<file path="src/shared/wdt_pkg.sv">
// Package for the watchdog timer block: register layout, reset values,
// shortest period code and prescaler geometry.
// Assumes a single 250 MHz system clock; nothing is imported by users.
package wdt_pkg;
   localparam logic [7:0]  CTRL_ADDR     = 8'h91;
   localparam logic [7:0]  CTRL_RESET    = 8'h00;
   localparam int          PERIOD_HI     = 7;
   localparam int          PERIOD_LO     = 4;
   localparam int          TMR_OVF_BIT   = 3;
   localparam int          MODE_BIT      = 2;
   localparam int          EXPIRY_BIT    = 1;
   localparam int          RESTART_BIT   = 0;
   localparam int          PRESCALE_W    = 14;
   localparam int          COUNT_W       = 14;
   localparam logic [3:0]  CODE_SHORTEST = 4'h0;
   localparam int          SYSRST_CYCLES = 4;
   localparam logic [2:0]  SYSRST_LEN    = 3'h4;

   typedef enum logic [1:0] {
      WDT_RST_IDLE,
      WDT_RST_ARMED
   } wdt_restart_e;
endpackage

</file>
<file path="src/rtl/wdt_core.sv">
// Watchdog timer with optional plain timer mode, one 8-bit control register.
// Assumes a special function register port on sys_clk: one-cycle write and
// read strobes with an 8-bit address; read data is registered.
`timescale 1ns/10ps
module wdt_core (
   input  wire logic        sys_clk,
   input  wire logic        rst_b,
   input  wire logic        sfr_wr,
   input  wire logic        sfr_rd,
   input  wire logic [7:0]  sfr_addr,
   input  wire logic [7:0]  sfr_wdata,
   output logic      [7:0]  sfr_rdata,
   output logic             sys_reset_req
);
   logic                     hit_wr;
   logic                     hit_rd;
   logic                     tick;
   logic [13:0]              load_val;
   logic                     restart;
   logic                     mode_wr;
   logic                     ovf;
   logic [3:0]               code_ff;
   logic [3:0]               nxt_code;
   logic                     mode_ff;
   logic                     nxt_mode;
   logic                     tmr_ovf_ff;
   logic                     nxt_tmr_ovf;
   logic                     expiry_ff;
   logic                     nxt_expiry;
   logic                     rbit_ff;
   logic                     nxt_rbit;
   logic [13:0]              cnt_ff;
   logic [13:0]              nxt_cnt;
   logic                     run_ff;
   logic                     nxt_run;
   wdt_pkg::wdt_restart_e    rst_st_ff;
   wdt_pkg::wdt_restart_e    nxt_rst_st;
   logic [13:0]              arm_val_ff;
   logic [13:0]              nxt_arm_val;
   logic [7:0]               rdata_ff;
   logic [7:0]               nxt_rdata;
   logic [2:0]               rst_cnt_ff;
   logic [2:0]               nxt_rst_cnt;
   logic                     sysrst_ff;
   logic                     nxt_sysrst;
   logic                     prev_b0_ff;
   logic                     nxt_prev_b0;

   // Address decode of the single control register
   assign hit_wr  = sfr_wr && (sfr_addr == wdt_pkg::CTRL_ADDR);
   assign hit_rd  = sfr_rd && (sfr_addr == wdt_pkg::CTRL_ADDR);
   assign mode_wr = hit_wr;

   // Prescaler cleared with the count so a restart gives a full first step
   wdt_prescaler #(
      .WIDTH (wdt_pkg::PRESCALE_W)
   ) u_pre (
      .sys_clk (sys_clk),
      .rst_b   (rst_b),
      .clear   (restart || mode_wr),
      .tick    (tick)
   );

   // Table fed with the next code: a stale load would hit a back-to-back pair
   wdt_period_rom u_rom (
      .sys_clk  (sys_clk),
      .rst_b    (rst_b),
      .code     (nxt_code),
      .load_val (load_val)
   );

   // Restart detection: a write with bit 0 low arms, the next write
   // with bit 0 high fires; a write with bit 0 low keeps it armed
   always_comb begin
      nxt_rst_st = rst_st_ff;
      restart    = 1'b0;
      case (rst_st_ff)
         wdt_pkg::WDT_RST_IDLE: begin
            if (hit_wr && !sfr_wdata[wdt_pkg::RESTART_BIT]) begin
               nxt_rst_st = wdt_pkg::WDT_RST_ARMED;
            end
         end
         wdt_pkg::WDT_RST_ARMED: begin
            if (hit_wr) begin
               if (sfr_wdata[wdt_pkg::RESTART_BIT]) begin
                  restart    = 1'b1;
                  nxt_rst_st = wdt_pkg::WDT_RST_IDLE;
               end else begin
                  nxt_rst_st = wdt_pkg::WDT_RST_ARMED;
               end
            end
         end
         default: nxt_rst_st = wdt_pkg::WDT_RST_IDLE;
      endcase
   end

   // Timeout when the count passes all-ones on a tick
   assign ovf = run_ff && tick && (&cnt_ff);

   // Control fields and flags; hardware set beats software clear
   always_comb begin
      nxt_code    = code_ff;
      nxt_mode    = mode_ff;
      nxt_rbit    = rbit_ff;
      nxt_tmr_ovf = tmr_ovf_ff;
      nxt_expiry  = expiry_ff;
      if (hit_wr) begin
         nxt_code = sfr_wdata[wdt_pkg::PERIOD_HI:wdt_pkg::PERIOD_LO];
         nxt_mode = sfr_wdata[wdt_pkg::MODE_BIT];
         nxt_rbit = sfr_wdata[wdt_pkg::RESTART_BIT];
         if (sfr_wdata[wdt_pkg::EXPIRY_BIT]) begin
            nxt_expiry = 1'b0;
         end
         if (sfr_wdata[wdt_pkg::TMR_OVF_BIT]) begin
            nxt_tmr_ovf = 1'b0;
         end
      end
      if (ovf && mode_ff) begin
         nxt_tmr_ovf = 1'b1;
      end
      if (ovf && !mode_ff) begin
         nxt_expiry = 1'b1;
      end
   end

   // Counter: loaded from the table on restart, from the latched period on mode write or overflow
   always_comb begin
      nxt_cnt     = cnt_ff;
      nxt_run     = run_ff;
      nxt_arm_val = load_val;
      if (restart) begin
         nxt_cnt = load_val;
         // Shortest code is not offered as a timer, so it stays stopped
         nxt_run = !(sfr_wdata[wdt_pkg::MODE_BIT] && (code_ff == wdt_pkg::CODE_SHORTEST));
      end else if (mode_wr) begin
         nxt_cnt = arm_val_ff;
         // Timer restarts counting only after the restart pair
         nxt_run = !sfr_wdata[wdt_pkg::MODE_BIT] && run_ff;
      end else if (ovf) begin
         nxt_cnt = arm_val_ff;
         nxt_run = !mode_ff;  // Timer is one-shot, watchdog keeps running
      end else if (run_ff && tick) begin
         nxt_cnt = cnt_ff + 14'h0001;
      end
      if (!restart) begin
         nxt_arm_val = arm_val_ff;
      end
   end

   // Processor reset pulse held a few cycles so it is not glitch sized
   always_comb begin
      nxt_rst_cnt = rst_cnt_ff;
      nxt_sysrst  = 1'b0;
      if (ovf && !mode_ff) begin
         nxt_rst_cnt = wdt_pkg::SYSRST_LEN;
      end else if (rst_cnt_ff != 3'h0) begin
         nxt_rst_cnt = rst_cnt_ff - 3'h1;
      end
      if (nxt_rst_cnt != 3'h0) begin
         nxt_sysrst = 1'b1;
      end
   end

   // Registered read data; bit 0 reads as stored, no action on read
   always_comb begin
      nxt_rdata = rdata_ff;
      if (hit_rd) begin
         nxt_rdata = {code_ff, tmr_ovf_ff, mode_ff, expiry_ff, rbit_ff};
      end
   end

   always_ff @(posedge sys_clk or negedge rst_b) begin
      if (!rst_b) begin
         code_ff    <= 4'h0;
         mode_ff    <= 1'b0;
         rbit_ff    <= 1'b0;
         tmr_ovf_ff <= 1'b0;
         expiry_ff  <= 1'b0;
         cnt_ff     <= 14'h3FFF;
         run_ff     <= 1'b1;
         arm_val_ff <= 14'h3FFF;
         rst_st_ff  <= wdt_pkg::WDT_RST_IDLE;
         rdata_ff   <= wdt_pkg::CTRL_RESET;
         rst_cnt_ff <= 3'h0;
         sysrst_ff  <= 1'b0;
      end else begin
         code_ff    <= nxt_code;
         mode_ff    <= nxt_mode;
         rbit_ff    <= nxt_rbit;
         tmr_ovf_ff <= nxt_tmr_ovf;
         expiry_ff  <= nxt_expiry;
         cnt_ff     <= nxt_cnt;
         run_ff     <= nxt_run;
         arm_val_ff <= nxt_arm_val;
         rst_st_ff  <= nxt_rst_st;
         rdata_ff   <= nxt_rdata;
         rst_cnt_ff <= nxt_rst_cnt;
         sysrst_ff  <= nxt_sysrst;
      end
   end

   assign sfr_rdata     = rdata_ff;
   assign sys_reset_req = sysrst_ff;

   // Checker helper: bit 0 of the last control write, kept apart from the
   // restart state machine so the pair check does not lean on it
   always_comb begin
      nxt_prev_b0 = prev_b0_ff;
      if (hit_wr) begin
         nxt_prev_b0 = sfr_wdata[wdt_pkg::RESTART_BIT];
      end
   end

   always_ff @(posedge sys_clk or negedge rst_b) begin
      if (!rst_b) begin
         prev_b0_ff <= 1'b1;
      end else begin
         prev_b0_ff <= nxt_prev_b0;
      end
   end

   // Checks beside the logic
   a_wdog_reset_fires: assert property (@(posedge sys_clk) disable iff (!rst_b)
      (ovf && !mode_ff) |=> sys_reset_req [*4])
      else $error("Watchdog overflow did not reset processor");
   a_timer_no_reset: assert property (@(posedge sys_clk) disable iff (!rst_b)
      (ovf && mode_ff && rst_cnt_ff == 3'h0) |=> !sys_reset_req)
      else $error("Timer mode overflow reset the processor");
   a_timer_flag_set: assert property (@(posedge sys_clk) disable iff (!rst_b)
      (ovf && mode_ff) |=> tmr_ovf_ff)
      else $error("Timer flag not set on overflow");
   a_expiry_flag_set: assert property (@(posedge sys_clk) disable iff (!rst_b)
      (ovf && !mode_ff) |=> expiry_ff)
      else $error("Expiry flag not set on overflow");
   a_expiry_clear: assert property (@(posedge sys_clk) disable iff (!rst_b)
      (hit_wr && sfr_wdata[wdt_pkg::EXPIRY_BIT] && !ovf) |=> !expiry_ff)
      else $error("Expiry flag not cleared by write");
   a_expiry_hold: assert property (@(posedge sys_clk) disable iff (!rst_b)
      (hit_wr && !sfr_wdata[wdt_pkg::EXPIRY_BIT] && expiry_ff) |=> expiry_ff)
      else $error("Writing zero cleared expiry flag");
   a_restart_pair: assert property (@(posedge sys_clk) disable iff (!rst_b)
      restart |-> hit_wr && sfr_wdata[wdt_pkg::RESTART_BIT] && !prev_b0_ff)
      else $error("Restart without clear-then-set pair");
   a_pair_restarts: assert property (@(posedge sys_clk) disable iff (!rst_b)
      (hit_wr && sfr_wdata[wdt_pkg::RESTART_BIT] && !prev_b0_ff) |-> restart)
      else $error("Clear-then-set pair did not restart");
   a_restart_load: assert property (@(posedge sys_clk) disable iff (!rst_b)
      restart |=> cnt_ff == $past(load_val))
      else $error("Restart did not load selected count");
   a_mode_clears: assert property (@(posedge sys_clk) disable iff (!rst_b)
      (mode_wr && !restart) |=> cnt_ff == $past(arm_val_ff))
      else $error("Mode write did not clear count");
   a_count_step: assert property (@(posedge sys_clk) disable iff (!rst_b)
      (run_ff && tick && !ovf && !hit_wr) |=> cnt_ff == $past(cnt_ff) + 14'h0001)
      else $error("Counter did not step on prescaler tick");

   c_wdog_reset: cover property (@(posedge sys_clk) disable iff (!rst_b) ovf && !mode_ff);
   c_timer_ovf: cover property (@(posedge sys_clk) disable iff (!rst_b) ovf && mode_ff);
   c_restart: cover property (@(posedge sys_clk) disable iff (!rst_b) restart);
   c_pair_back_to_back: cover property (@(posedge sys_clk) disable iff (!rst_b) hit_wr ##1 restart);
   c_expiry_cleared: cover property (@(posedge sys_clk) disable iff (!rst_b)
      hit_wr && sfr_wdata[wdt_pkg::EXPIRY_BIT] && expiry_ff);
endmodule

</file>
<file path="src/rtl/wdt_period_rom.sv">
// Period code to counter load value table, registered output.
// Assumes the code input is the next value of the stored period code, so
// the registered output always matches the code currently stored.
`timescale 1ns/10ps
module wdt_period_rom (
   input  wire logic        sys_clk,
   input  wire logic        rst_b,
   input  wire logic [3:0]  code,
   output logic      [13:0] load_val
);
   logic [13:0] val_ff;
   logic [13:0] nxt_val;

   // Load values per code
   always_comb begin
      case (code)
         4'h0:    nxt_val = 14'h3FFF;
         4'h1:    nxt_val = 14'h3FFE;
         4'h2:    nxt_val = 14'h3FFD;
         4'h3:    nxt_val = 14'h3FFB;
         4'h4:    nxt_val = 14'h3FF4;
         4'h5:    nxt_val = 14'h3FE8;
         4'h6:    nxt_val = 14'h3FCF;
         4'h7:    nxt_val = 14'h3F86;
         4'h8:    nxt_val = 14'h3F49;
         4'h9:    nxt_val = 14'h3F0C;
         4'hA:    nxt_val = 14'h3E9E;
         4'hB:    nxt_val = 14'h3B3B;
         4'hC:    nxt_val = 14'h38D9;
         4'hD:    nxt_val = 14'h3677;
         4'hE:    nxt_val = 14'h2364;
         default: nxt_val = 14'h0000;
      endcase
   end

   always_ff @(posedge sys_clk or negedge rst_b) begin
      if (!rst_b) begin
         val_ff <= 14'h3FFF;
      end else begin
         val_ff <= nxt_val;
      end
   end

   assign load_val = val_ff;
endmodule

</file>
<file path="src/rtl/wdt_prescaler.sv">
// Free-running prescaler that emits one-cycle tick pulses.
// Assumes its clear input comes from logic on the same clock.
`timescale 1ns/10ps
module wdt_prescaler #(
   parameter int WIDTH = 14
) (
   input  wire logic sys_clk,
   input  wire logic rst_b,
   input  wire logic clear,
   output logic      tick
);
   logic [WIDTH-1:0] cnt_ff;
   logic [WIDTH-1:0] nxt_cnt;
   logic             tick_ff;
   logic             nxt_tick;

   // Wrap of the counter marks one prescaler overflow
   always_comb begin
      nxt_cnt  = clear ? '0 : cnt_ff + 1'b1;
      nxt_tick = !clear && (&cnt_ff);
   end

   always_ff @(posedge sys_clk or negedge rst_b) begin
      if (!rst_b) begin
         cnt_ff  <= '0;
         tick_ff <= 1'b0;
      end else begin
         cnt_ff  <= nxt_cnt;
         tick_ff <= nxt_tick;
      end
   end

   assign tick = tick_ff;
endmodule

</file>
<file path="config.mk">
export PLATFORM = sky130hd
export DESIGN_NAME = wdt_core
export DESIGN_NICKNAME = d
export VERILOG_FILES = /design/src/shared/wdt_pkg.sv /design/src/rtl/wdt_core.sv /design/src/rtl/wdt_period_rom.sv /design/src/rtl/wdt_prescaler.sv
export SDC_FILE = /design/constraint.sdc
export NUM_CORES = 1
export LEC_CHECK = 0
export BUFFER_PORTS_ARGS = -buffer_cell sky130_fd_sc_hd__buf_2
export CORE_MARGIN = 2
export CORE_UTILIZATION = 57
export DETAILED_ROUTE_END_ITERATION = 10
export PLACE_DENSITY = 0.74
export SLEW_MARGIN = 10
export SYNTH_ARGS = -nofsm -noshare
export SYNTH_HDL_FRONTEND = slang
export SYNTH_SLANG_ARGS = --single-unit
</file>
<file path="constraint.sdc">
create_clock -name sys_clk -period 4.5 [get_ports sys_clk]
set_clock_uncertainty 0.15 [all_clocks]
set_input_delay 0.45 -clock sys_clk [delete_from_list [all_inputs] [get_ports sys_clk]]
set_output_delay 0.45 -clock sys_clk [all_outputs]
set_load 0.03 [all_outputs]
</file>
==> impl_metrics.env, run 1 <==
export IMPL_synth_top_family_by_area="simple AND/OR/NAND/NOR gates"
export IMPL_critPathMaxFanout=17
export IMPL_start_util=0.5792
export IMPL_synthMuxAreaShare=0.07177
export IMPL_stdcell_count=497
export IMPL_rsz0062_at_grt="false"
export IMPL_cts_htree_levels=3
export IMPL_yosysTopAreaCell="dfstp_2"
export IMPL_vias_per_cell=5.738
export IMPL_worstHoldPathType="in2async"
export IMPL_design_die_area_um2=7464
export IMPL_clockBufferDepth=2
export IMPL_port_buffers=28
export IMPL_synth_cell_types=50
export IMPL_yosys_area_share_simple=0.1966
export IMPL_cts_root_buffer="clkbuf_8"
export IMPL_period_share=0.7128
export IMPL_required_ns=4.62
export IMPL_syn_cell_area_um2=3870
export IMPL_cts_resized=0
export IMPL_syn_avg_cell_area_um2=10.08
export IMPL_layout_nets=445
export IMPL_grt_overflow_total=0
export IMPL_ant_nets=0
export IMPL_synth_ff_type="dfstp_2"
export IMPL_reg2reg_slack_ns=2.09
export IMPL_postLayoutCoreUtil=0.6403
export IMPL_drtIter0Drc=205
export IMPL_die_x_um=86.40
export IMPL_grt_pass1_wl_um=13400
export IMPL_synth_compound_area_frac=0.08406
export IMPL_r2r_end="cnt_ff[3]"
export IMPL_yosysSeqAreaShare=0.5247
export IMPL_placed_area_um2=4061
export IMPL_whs_ns=0.09477
export IMPL_synthToLayoutAreaGrowth_pct=10.54
export IMPL_setup_viol=0
export IMPL_gp_congestion=0.8951
export IMPL_p_leak_nw=1.994
export IMPL_fp_dieH_um=86.40
export IMPL_vias=2852
export IMPL_cts_hold_fix_buffers=0
export IMPL_period_needed_ns=3.208
export IMPL_hold_violations=0
export IMPL_arrival_ns=3.33
export IMPL_synthArstFlopShare=1.000
export IMPL_numPlacedInstances=481
export IMPL_synth_nets=417
export IMPL_postCtsSetupRepairBufs=0
export IMPL_cts_buffers=9
export IMPL_cts_tree="yes"
export IMPL_cts_sinks=79
export IMPL_synth_yosys_warnings=0
export IMPL_critPathKind="in2reg"
export IMPL_power_density_nw_per_um2=357.0
export IMPL_fmax_ghz=0.3118
export IMPL_antenna_cells=0
export IMPL_cp_start_kind="primary input"
export IMPL_clock_latency_ns=0.36
export IMPL_synth_top_cell_area_share=0.2919
export IMPL_core_area_um2=6681
export IMPL_wire_per_inst_um=15.72
export IMPL_end_kind="flip-flop"
export IMPL_drt_first_pass_iters=5
export IMPL_wl_um=7812
export IMPL_grt_pass1_vias=2825
export IMPL_clk_pin_slew_ns=0.08
export IMPL_synthCells=384
export IMPL_antenna_found_initial=0
export IMPL_grt_max_degree=80
export IMPL_rr_worst_depth=7
export IMPL_synth_commonest_cells="nand2_1, dfstp_2, dfrtp_1, nor2_1, nand3_1"
export IMPL_tightest_slew_ns=0.9498
export IMPL_synth_xor_area_frac=0.04753
export IMPL_status="finished clean"
export IMPL_synth_edf_count=0
export IMPL_io_pins=29
export IMPL_fin_setup_tns_ns=0
export IMPL_cap_violations=0
export IMPL_synth_ff_latch_count=79
export IMPL_drive_gt1_frac=0.2542
export IMPL_synthTopCellsByArea="dfstp_2, dfrtp_1, nand2_1, ha_1, nor2_1"
export IMPL_stdcell_area_um2=4278
export IMPL_drc=0
export IMPL_max_slew_margin=0.3668
export IMPL_reg2reg_from="cnt_ff[0]"
export IMPL_maxSlewViolCount=0
export IMPL_rows=30
export IMPL_place_hpwl_um=5275
export IMPL_synth_most_common_cell="nand2_1"
export IMPL_ir_drop_uv=281.2
export IMPL_synthAdderAreaFrac=0.04203
export IMPL_grtUsageTotal=0.2304
## kinds of logic (layout without fill, tap and decap cells)
| group | Yosys count | count (layout) |
|---|---|---|
| adders and majority gates | 13 | 13 |
| AOI/OAI and AO/OA | 49 | 49 |
| buffers and inverters | 28 | 61 |
| and+or+nand+nor | 170 | 170 |
| DFF | 79 | 79 |
| xor gates and xnor gates | 21 | 21 |
| muxes | 24 | 24 |
## placed cells by master (no fill, tap or decap), types with 6 or more instances in the layout
cell,n
nand3_1,17
or3_1,6
buf_2,27
nand2_1,81
mux2_2,9
nor2_1,36
clkbuf_8,10
inv_1,13
ha_1,13
xor2_1,14
o211ai_1,7
xnor2_1,7
nor3_1,7
o21ai_0,11
dfrtp_1,36
mux2i_1,12
dfstp_2,43
## registers in the layout (all words and copies together), names as in the netlist
name,cells
arm_val_ff,14
cnt_ff,14
u_pre.cnt_ff,14
u_rom.load_val,14
sfr_rdata,8
code_ff,4
rst_cnt_ff,3
expiry_ff,1
mode_ff,1
rbit_ff,1
rst_st_ff,1
run_ff,1
sys_reset_req,1
tmr_ovf_ff,1
u_pre.tick,1
## through the flow
stage          worst slack [ns]  total power [W]
2_1_floorplan             1.496        0.0009124
3_3_place_gp              1.122        0.0009573
3_5_place_dp             0.9817        0.0009652
4_1_cts                   1.340         0.001539
5_1_grt                   1.116         0.001594
6_report                  1.292         0.001527
## final cells by class
| class | count | area (µm²) |
|---|---|---|
| inverters | 15 | 56.30 |
| flip-flops and latches | 79 | 2031 |
| multi-input cells | 277 | 1717 |
| clock buffers | 13 | 148.9 |
| well taps | 80 | 100.1 |
| clock inverters | 3 | 67.56 |
| repair buffers | 30 | 157.7 |
| fillers | 542 | 2404 |
## how the worst max path moves through the flow
stage / start / end / slack [ns] / cells past startpoint
after floorplan: sfr_addr[1] / u_rom.load_val[9] / 1.50 / 7
after global placement: sfr_addr[1] / u_rom.load_val[9] / 1.12 / 7
after detailed placement: sfr_addr[1] / u_rom.load_val[9] / 0.98 / 7
after CTS: sfr_addr[1] / u_rom.load_val[9] / 1.34 / 7
after global routing: sfr_addr[1] / u_rom.load_val[9] / 1.12 / 7
final: sfr_addr[1] / u_rom.load_val[9] / 1.29 / 7
## layer usage
layer	vias to the layer above	global-route usage	part of all wire
met5	-	0	0
met4	0	0.1037	0.020
met3	15	0.04857	0.042
met2	66	0.3545	0.48
met1	1405	0.3157	0.46
li1	1366	-	-
## critical path, cell delays in order
cell     delay [ns]
buf_2          0.09
or4b_1         0.66
nor3_4         0.62
mux2i_1        0.52
inv_1          0.22
ha_1           0.38
or3_1          0.38
## power by group
| part | switching (W) | internal [W] |
|---|---|---|
| registers | 0.0000528 | 0.000773 |
| clock network | 0.000245 | 0.000328 |
| logic | 0.0000713 | 0.0000567 |
| total | 0.000369 | 0.00116 |
No activity file was read; power rests on OpenSTA's default activity.
==> run 2: changes to the inputs <==
- ABC_AREA: not set -> 1
- CORE_UTILIZATION: 57 -> 55
- clock period: 4.5 -> 2.9 ns (I/O delays scaled with it)
==> impl_metrics.env, run 2 <==
export IMPL_grt_pass1_wl_um=14690
export IMPL_fin_setup_tns_ns=0
export IMPL_critPathKind="reg2reg"
export IMPL_wl_um=8201
export IMPL_cts_htree_levels=3
export IMPL_core_area_um2=7687
export IMPL_synthTopCellsByArea="dfstp_2, dfrtp_1, nand2_1, inv_1, nor2_1"
export IMPL_clk_pin_slew_ns=0.08
export IMPL_p_switching_w=0.0007120
export IMPL_rows=32
export IMPL_port_buffers=28
export IMPL_synth_nets=557
export IMPL_grt_max_degree=80
export IMPL_fp_dieH_um=93.04
export IMPL_vias=3289
export IMPL_synth_cell_types=37
export IMPL_gp_congestion=0.8581
export IMPL_required_ns=3.03
export IMPL_power_density_nw_per_um2=541.3
export IMPL_place_hpwl_um=5999
export IMPL_status="finished clean"
export IMPL_path_cells="ha_1, nand2_2, nor2_4, nand4_4, nand2_2, nand2_1, nand3_1, nand2_1, nand2_1, nand2_1"
export IMPL_wire_per_inst_um=12.41
export IMPL_start_util=0.5672
export IMPL_power_frac_comb=0.146
export IMPL_cts_resized=0
export IMPL_cap_violations=0
export IMPL_grtUsageMet2=0.3333
export IMPL_worstHoldPathType="in2reg"
export IMPL_critical_path_top_delay_family="simple AND/OR/NAND/NOR gates"
export IMPL_placed_area_um2=4554
export IMPL_cp_slowest_cell="dfstp_2"
export IMPL_switching_share=0.2748
export IMPL_globalRoute_busiestLayer="met2"
export IMPL_layout_nets=587
export IMPL_use_met3=0.04432
export IMPL_setup_viol=0
export IMPL_synth_yosys_warnings=0
export IMPL_maxSlewViolCount=0
export IMPL_io_pins=29
export IMPL_grtUsageTotal=0.2149
export IMPL_final_common_cell="nand2_1"
export IMPL_crit_buf_inv=0
export IMPL_grt_overflow_total=0
export IMPL_p_leak_nw=2.532
export IMPL_synthCells=524
export IMPL_vias_per_cell=4.976
export IMPL_finalPower_w=0.002591
export IMPL_antenna_cells=0
export IMPL_period_share=0.7194
export IMPL_clock_latency_ns=0.35
export IMPL_power_frac_clock=0.349
export IMPL_use_met1=0.3103
export IMPL_synth_top_cell_area_share=0.2591
export IMPL_cts_tree="yes"
export IMPL_rsz0062_at_grt="false"
export IMPL_drt_first_pass_iters=4
export IMPL_grt_pass1_vias=3198
export IMPL_whs_ns=0.03863
export IMPL_period_needed_ns=2.086
export IMPL_final_cell_mix="nand2_1, inv_1, nor2_1"
export IMPL_fill_cells=683
export IMPL_syn_avg_cell_area_um2=8.321
export IMPL_p_int_w=0.001879
export IMPL_drive_gt1_frac=0.2755
export IMPL_cts_buffers=9
export IMPL_synth_ff_type="dfstp_2"
export IMPL_syn_cell_area_um2=4360
export IMPL_critical_path_most_common_cell="nand2_1"
export IMPL_ir_drop_uv=379.1
export IMPL_cts_sinks=79
export IMPL_place_ws_ns=0.5781
export IMPL_synthArstFlopShare=1.000
export IMPL_hold_violations=0
export IMPL_end_kind="flip-flop"
export IMPL_synthToLayoutAreaGrowth_pct=9.785
export IMPL_synth_most_common_cell="nand2_1"
export IMPL_seq_power_share=0.504
export IMPL_antenna_found_initial=0
export IMPL_setup_ws_ns=0.8137
export IMPL_arrival_ns=2.21
export IMPL_critPathMaxFanout=14
export IMPL_synth_edf_count=0
export IMPL_ant_nets=0
export IMPL_synth_ff_latch_count=79
export IMPL_fmax_ghz=0.4793
export IMPL_cts_root_buffer="clkbuf_8"
export IMPL_synth_commonest_cells="nand2_1, inv_1, nor2_1"
export IMPL_max_slew_margin=0.3640
export IMPL_yosysSeqAreaShare=0.4657
export IMPL_design_die_area_um2=8656
export IMPL_tightest_slew_ns=0.9540
export IMPL_drtIter0Drc=241
export IMPL_clockBufferDepth=2
export IMPL_die_x_um=93.04
export IMPL_cpPeakStageDelay_ns=0.59
export IMPL_cp_start_kind="flip-flop"
export IMPL_drc=0
export IMPL_yosysTopAreaCell="dfstp_2"
export IMPL_stdcell_area_um2=4787
export IMPL_postCtsSetupRepairBufs=0
[run 2: cell count changes in the layout (fill, tap and decap cells not counted), moves of 12 or more]
cell / previous run / this run
nor2_1: 36 / 56
inv_1: 13 / 77
nand2_1: 81 / 120
nand2_2: 0 / 17
mux2i_1: 12 / 0
nand3_1: 17 / 34
[run 2: worst paths after layout]
kind                         startpoint               end  slack (ns)  depth (start not counted)
max                           cnt_ff[0]         cnt_ff[7]        0.81                         10
min                        sfr_wdata[1]         expiry_ff        0.04                          4
max reg2reg                   cnt_ff[0]         cnt_ff[7]        0.81                         10
min reg2reg                   expiry_ff         expiry_ff        0.32                          2
max in group asynchronous         rst_b  u_pre.cnt_ff[11]        1.50                          2
min in group asynchronous         rst_b   u_pre.cnt_ff[2]        0.47                          2
[run 2: cells by family (layout without fill, tap and decap cells)]
kind of cell	count (synthesis)	after routing	share of synthesized area
compound gates	56	56	0.08321
xor+xnor	7	7	0.01406
fa+ha+maj	13	13	0.03730
buf+inv	95	130	0.09412
flops	79	79	0.4657
mux	4	4	0.01033
simple gates	270	270	0.2953
[run 2: repair_timing]
action / in CTS / in global routing
endpoints found under the hold margin: 36 / 0
hold buffers: 1 / 0
setup endpoints to repair: 0 / 0
[run 2: cell type report]
| type | count | area, µm² | share of cell area |
|---|---|---|---|
| multi-input cells | 350 | 1919 | 0.4009 |
| well taps | 102 | 127.6 | 0.02666 |
| flip-flops and latches | 79 | 2031 | 0.4242 |
| clock buffers | 11 | 141.4 | 0.02953 |
| repair buffers | 33 | 182.7 | 0.03816 |
| inverters | 81 | 304.0 | 0.06351 |
| clock inverters | 5 | 81.33 | 0.01699 |
[run 2: metal layers]
layer  wire [µm]  vias to the layer above
met5           0                        -
met4          33                        0
met3         276                        2
met2        3787                       62
met1        4103                     1532
li1            -                     1693
[run 2: through the flow]
stage | instances | util
floorplan | 524 | -
global placement | 644 | 0.5924
detailed placement | 644 | 0.5924
CTS | 661 | 0.6227
global route | 661 | 0.6227
finish | 661 | 0.6227
[run 2: worst min-delay path: stages]
cell and delay (ns):
buf_2 0.07, nand2_1 0.04, nand2_1 0.05, nand2_1 0.04
[run 2: power groups by stage]
stage	registers (W)	clock network (W)	logic, W
6_report	0.00131	0.000905	0.000379
5_1_grt	0.00132	0.000977	0.000444
4_1_cts	0.00131	0.000924	0.000385
3_5_place_dp	0.00133	0	0.000381
3_3_place_gp	0.00132	0	0.000369
2_1_floorplan	0.00132	0	0.000275
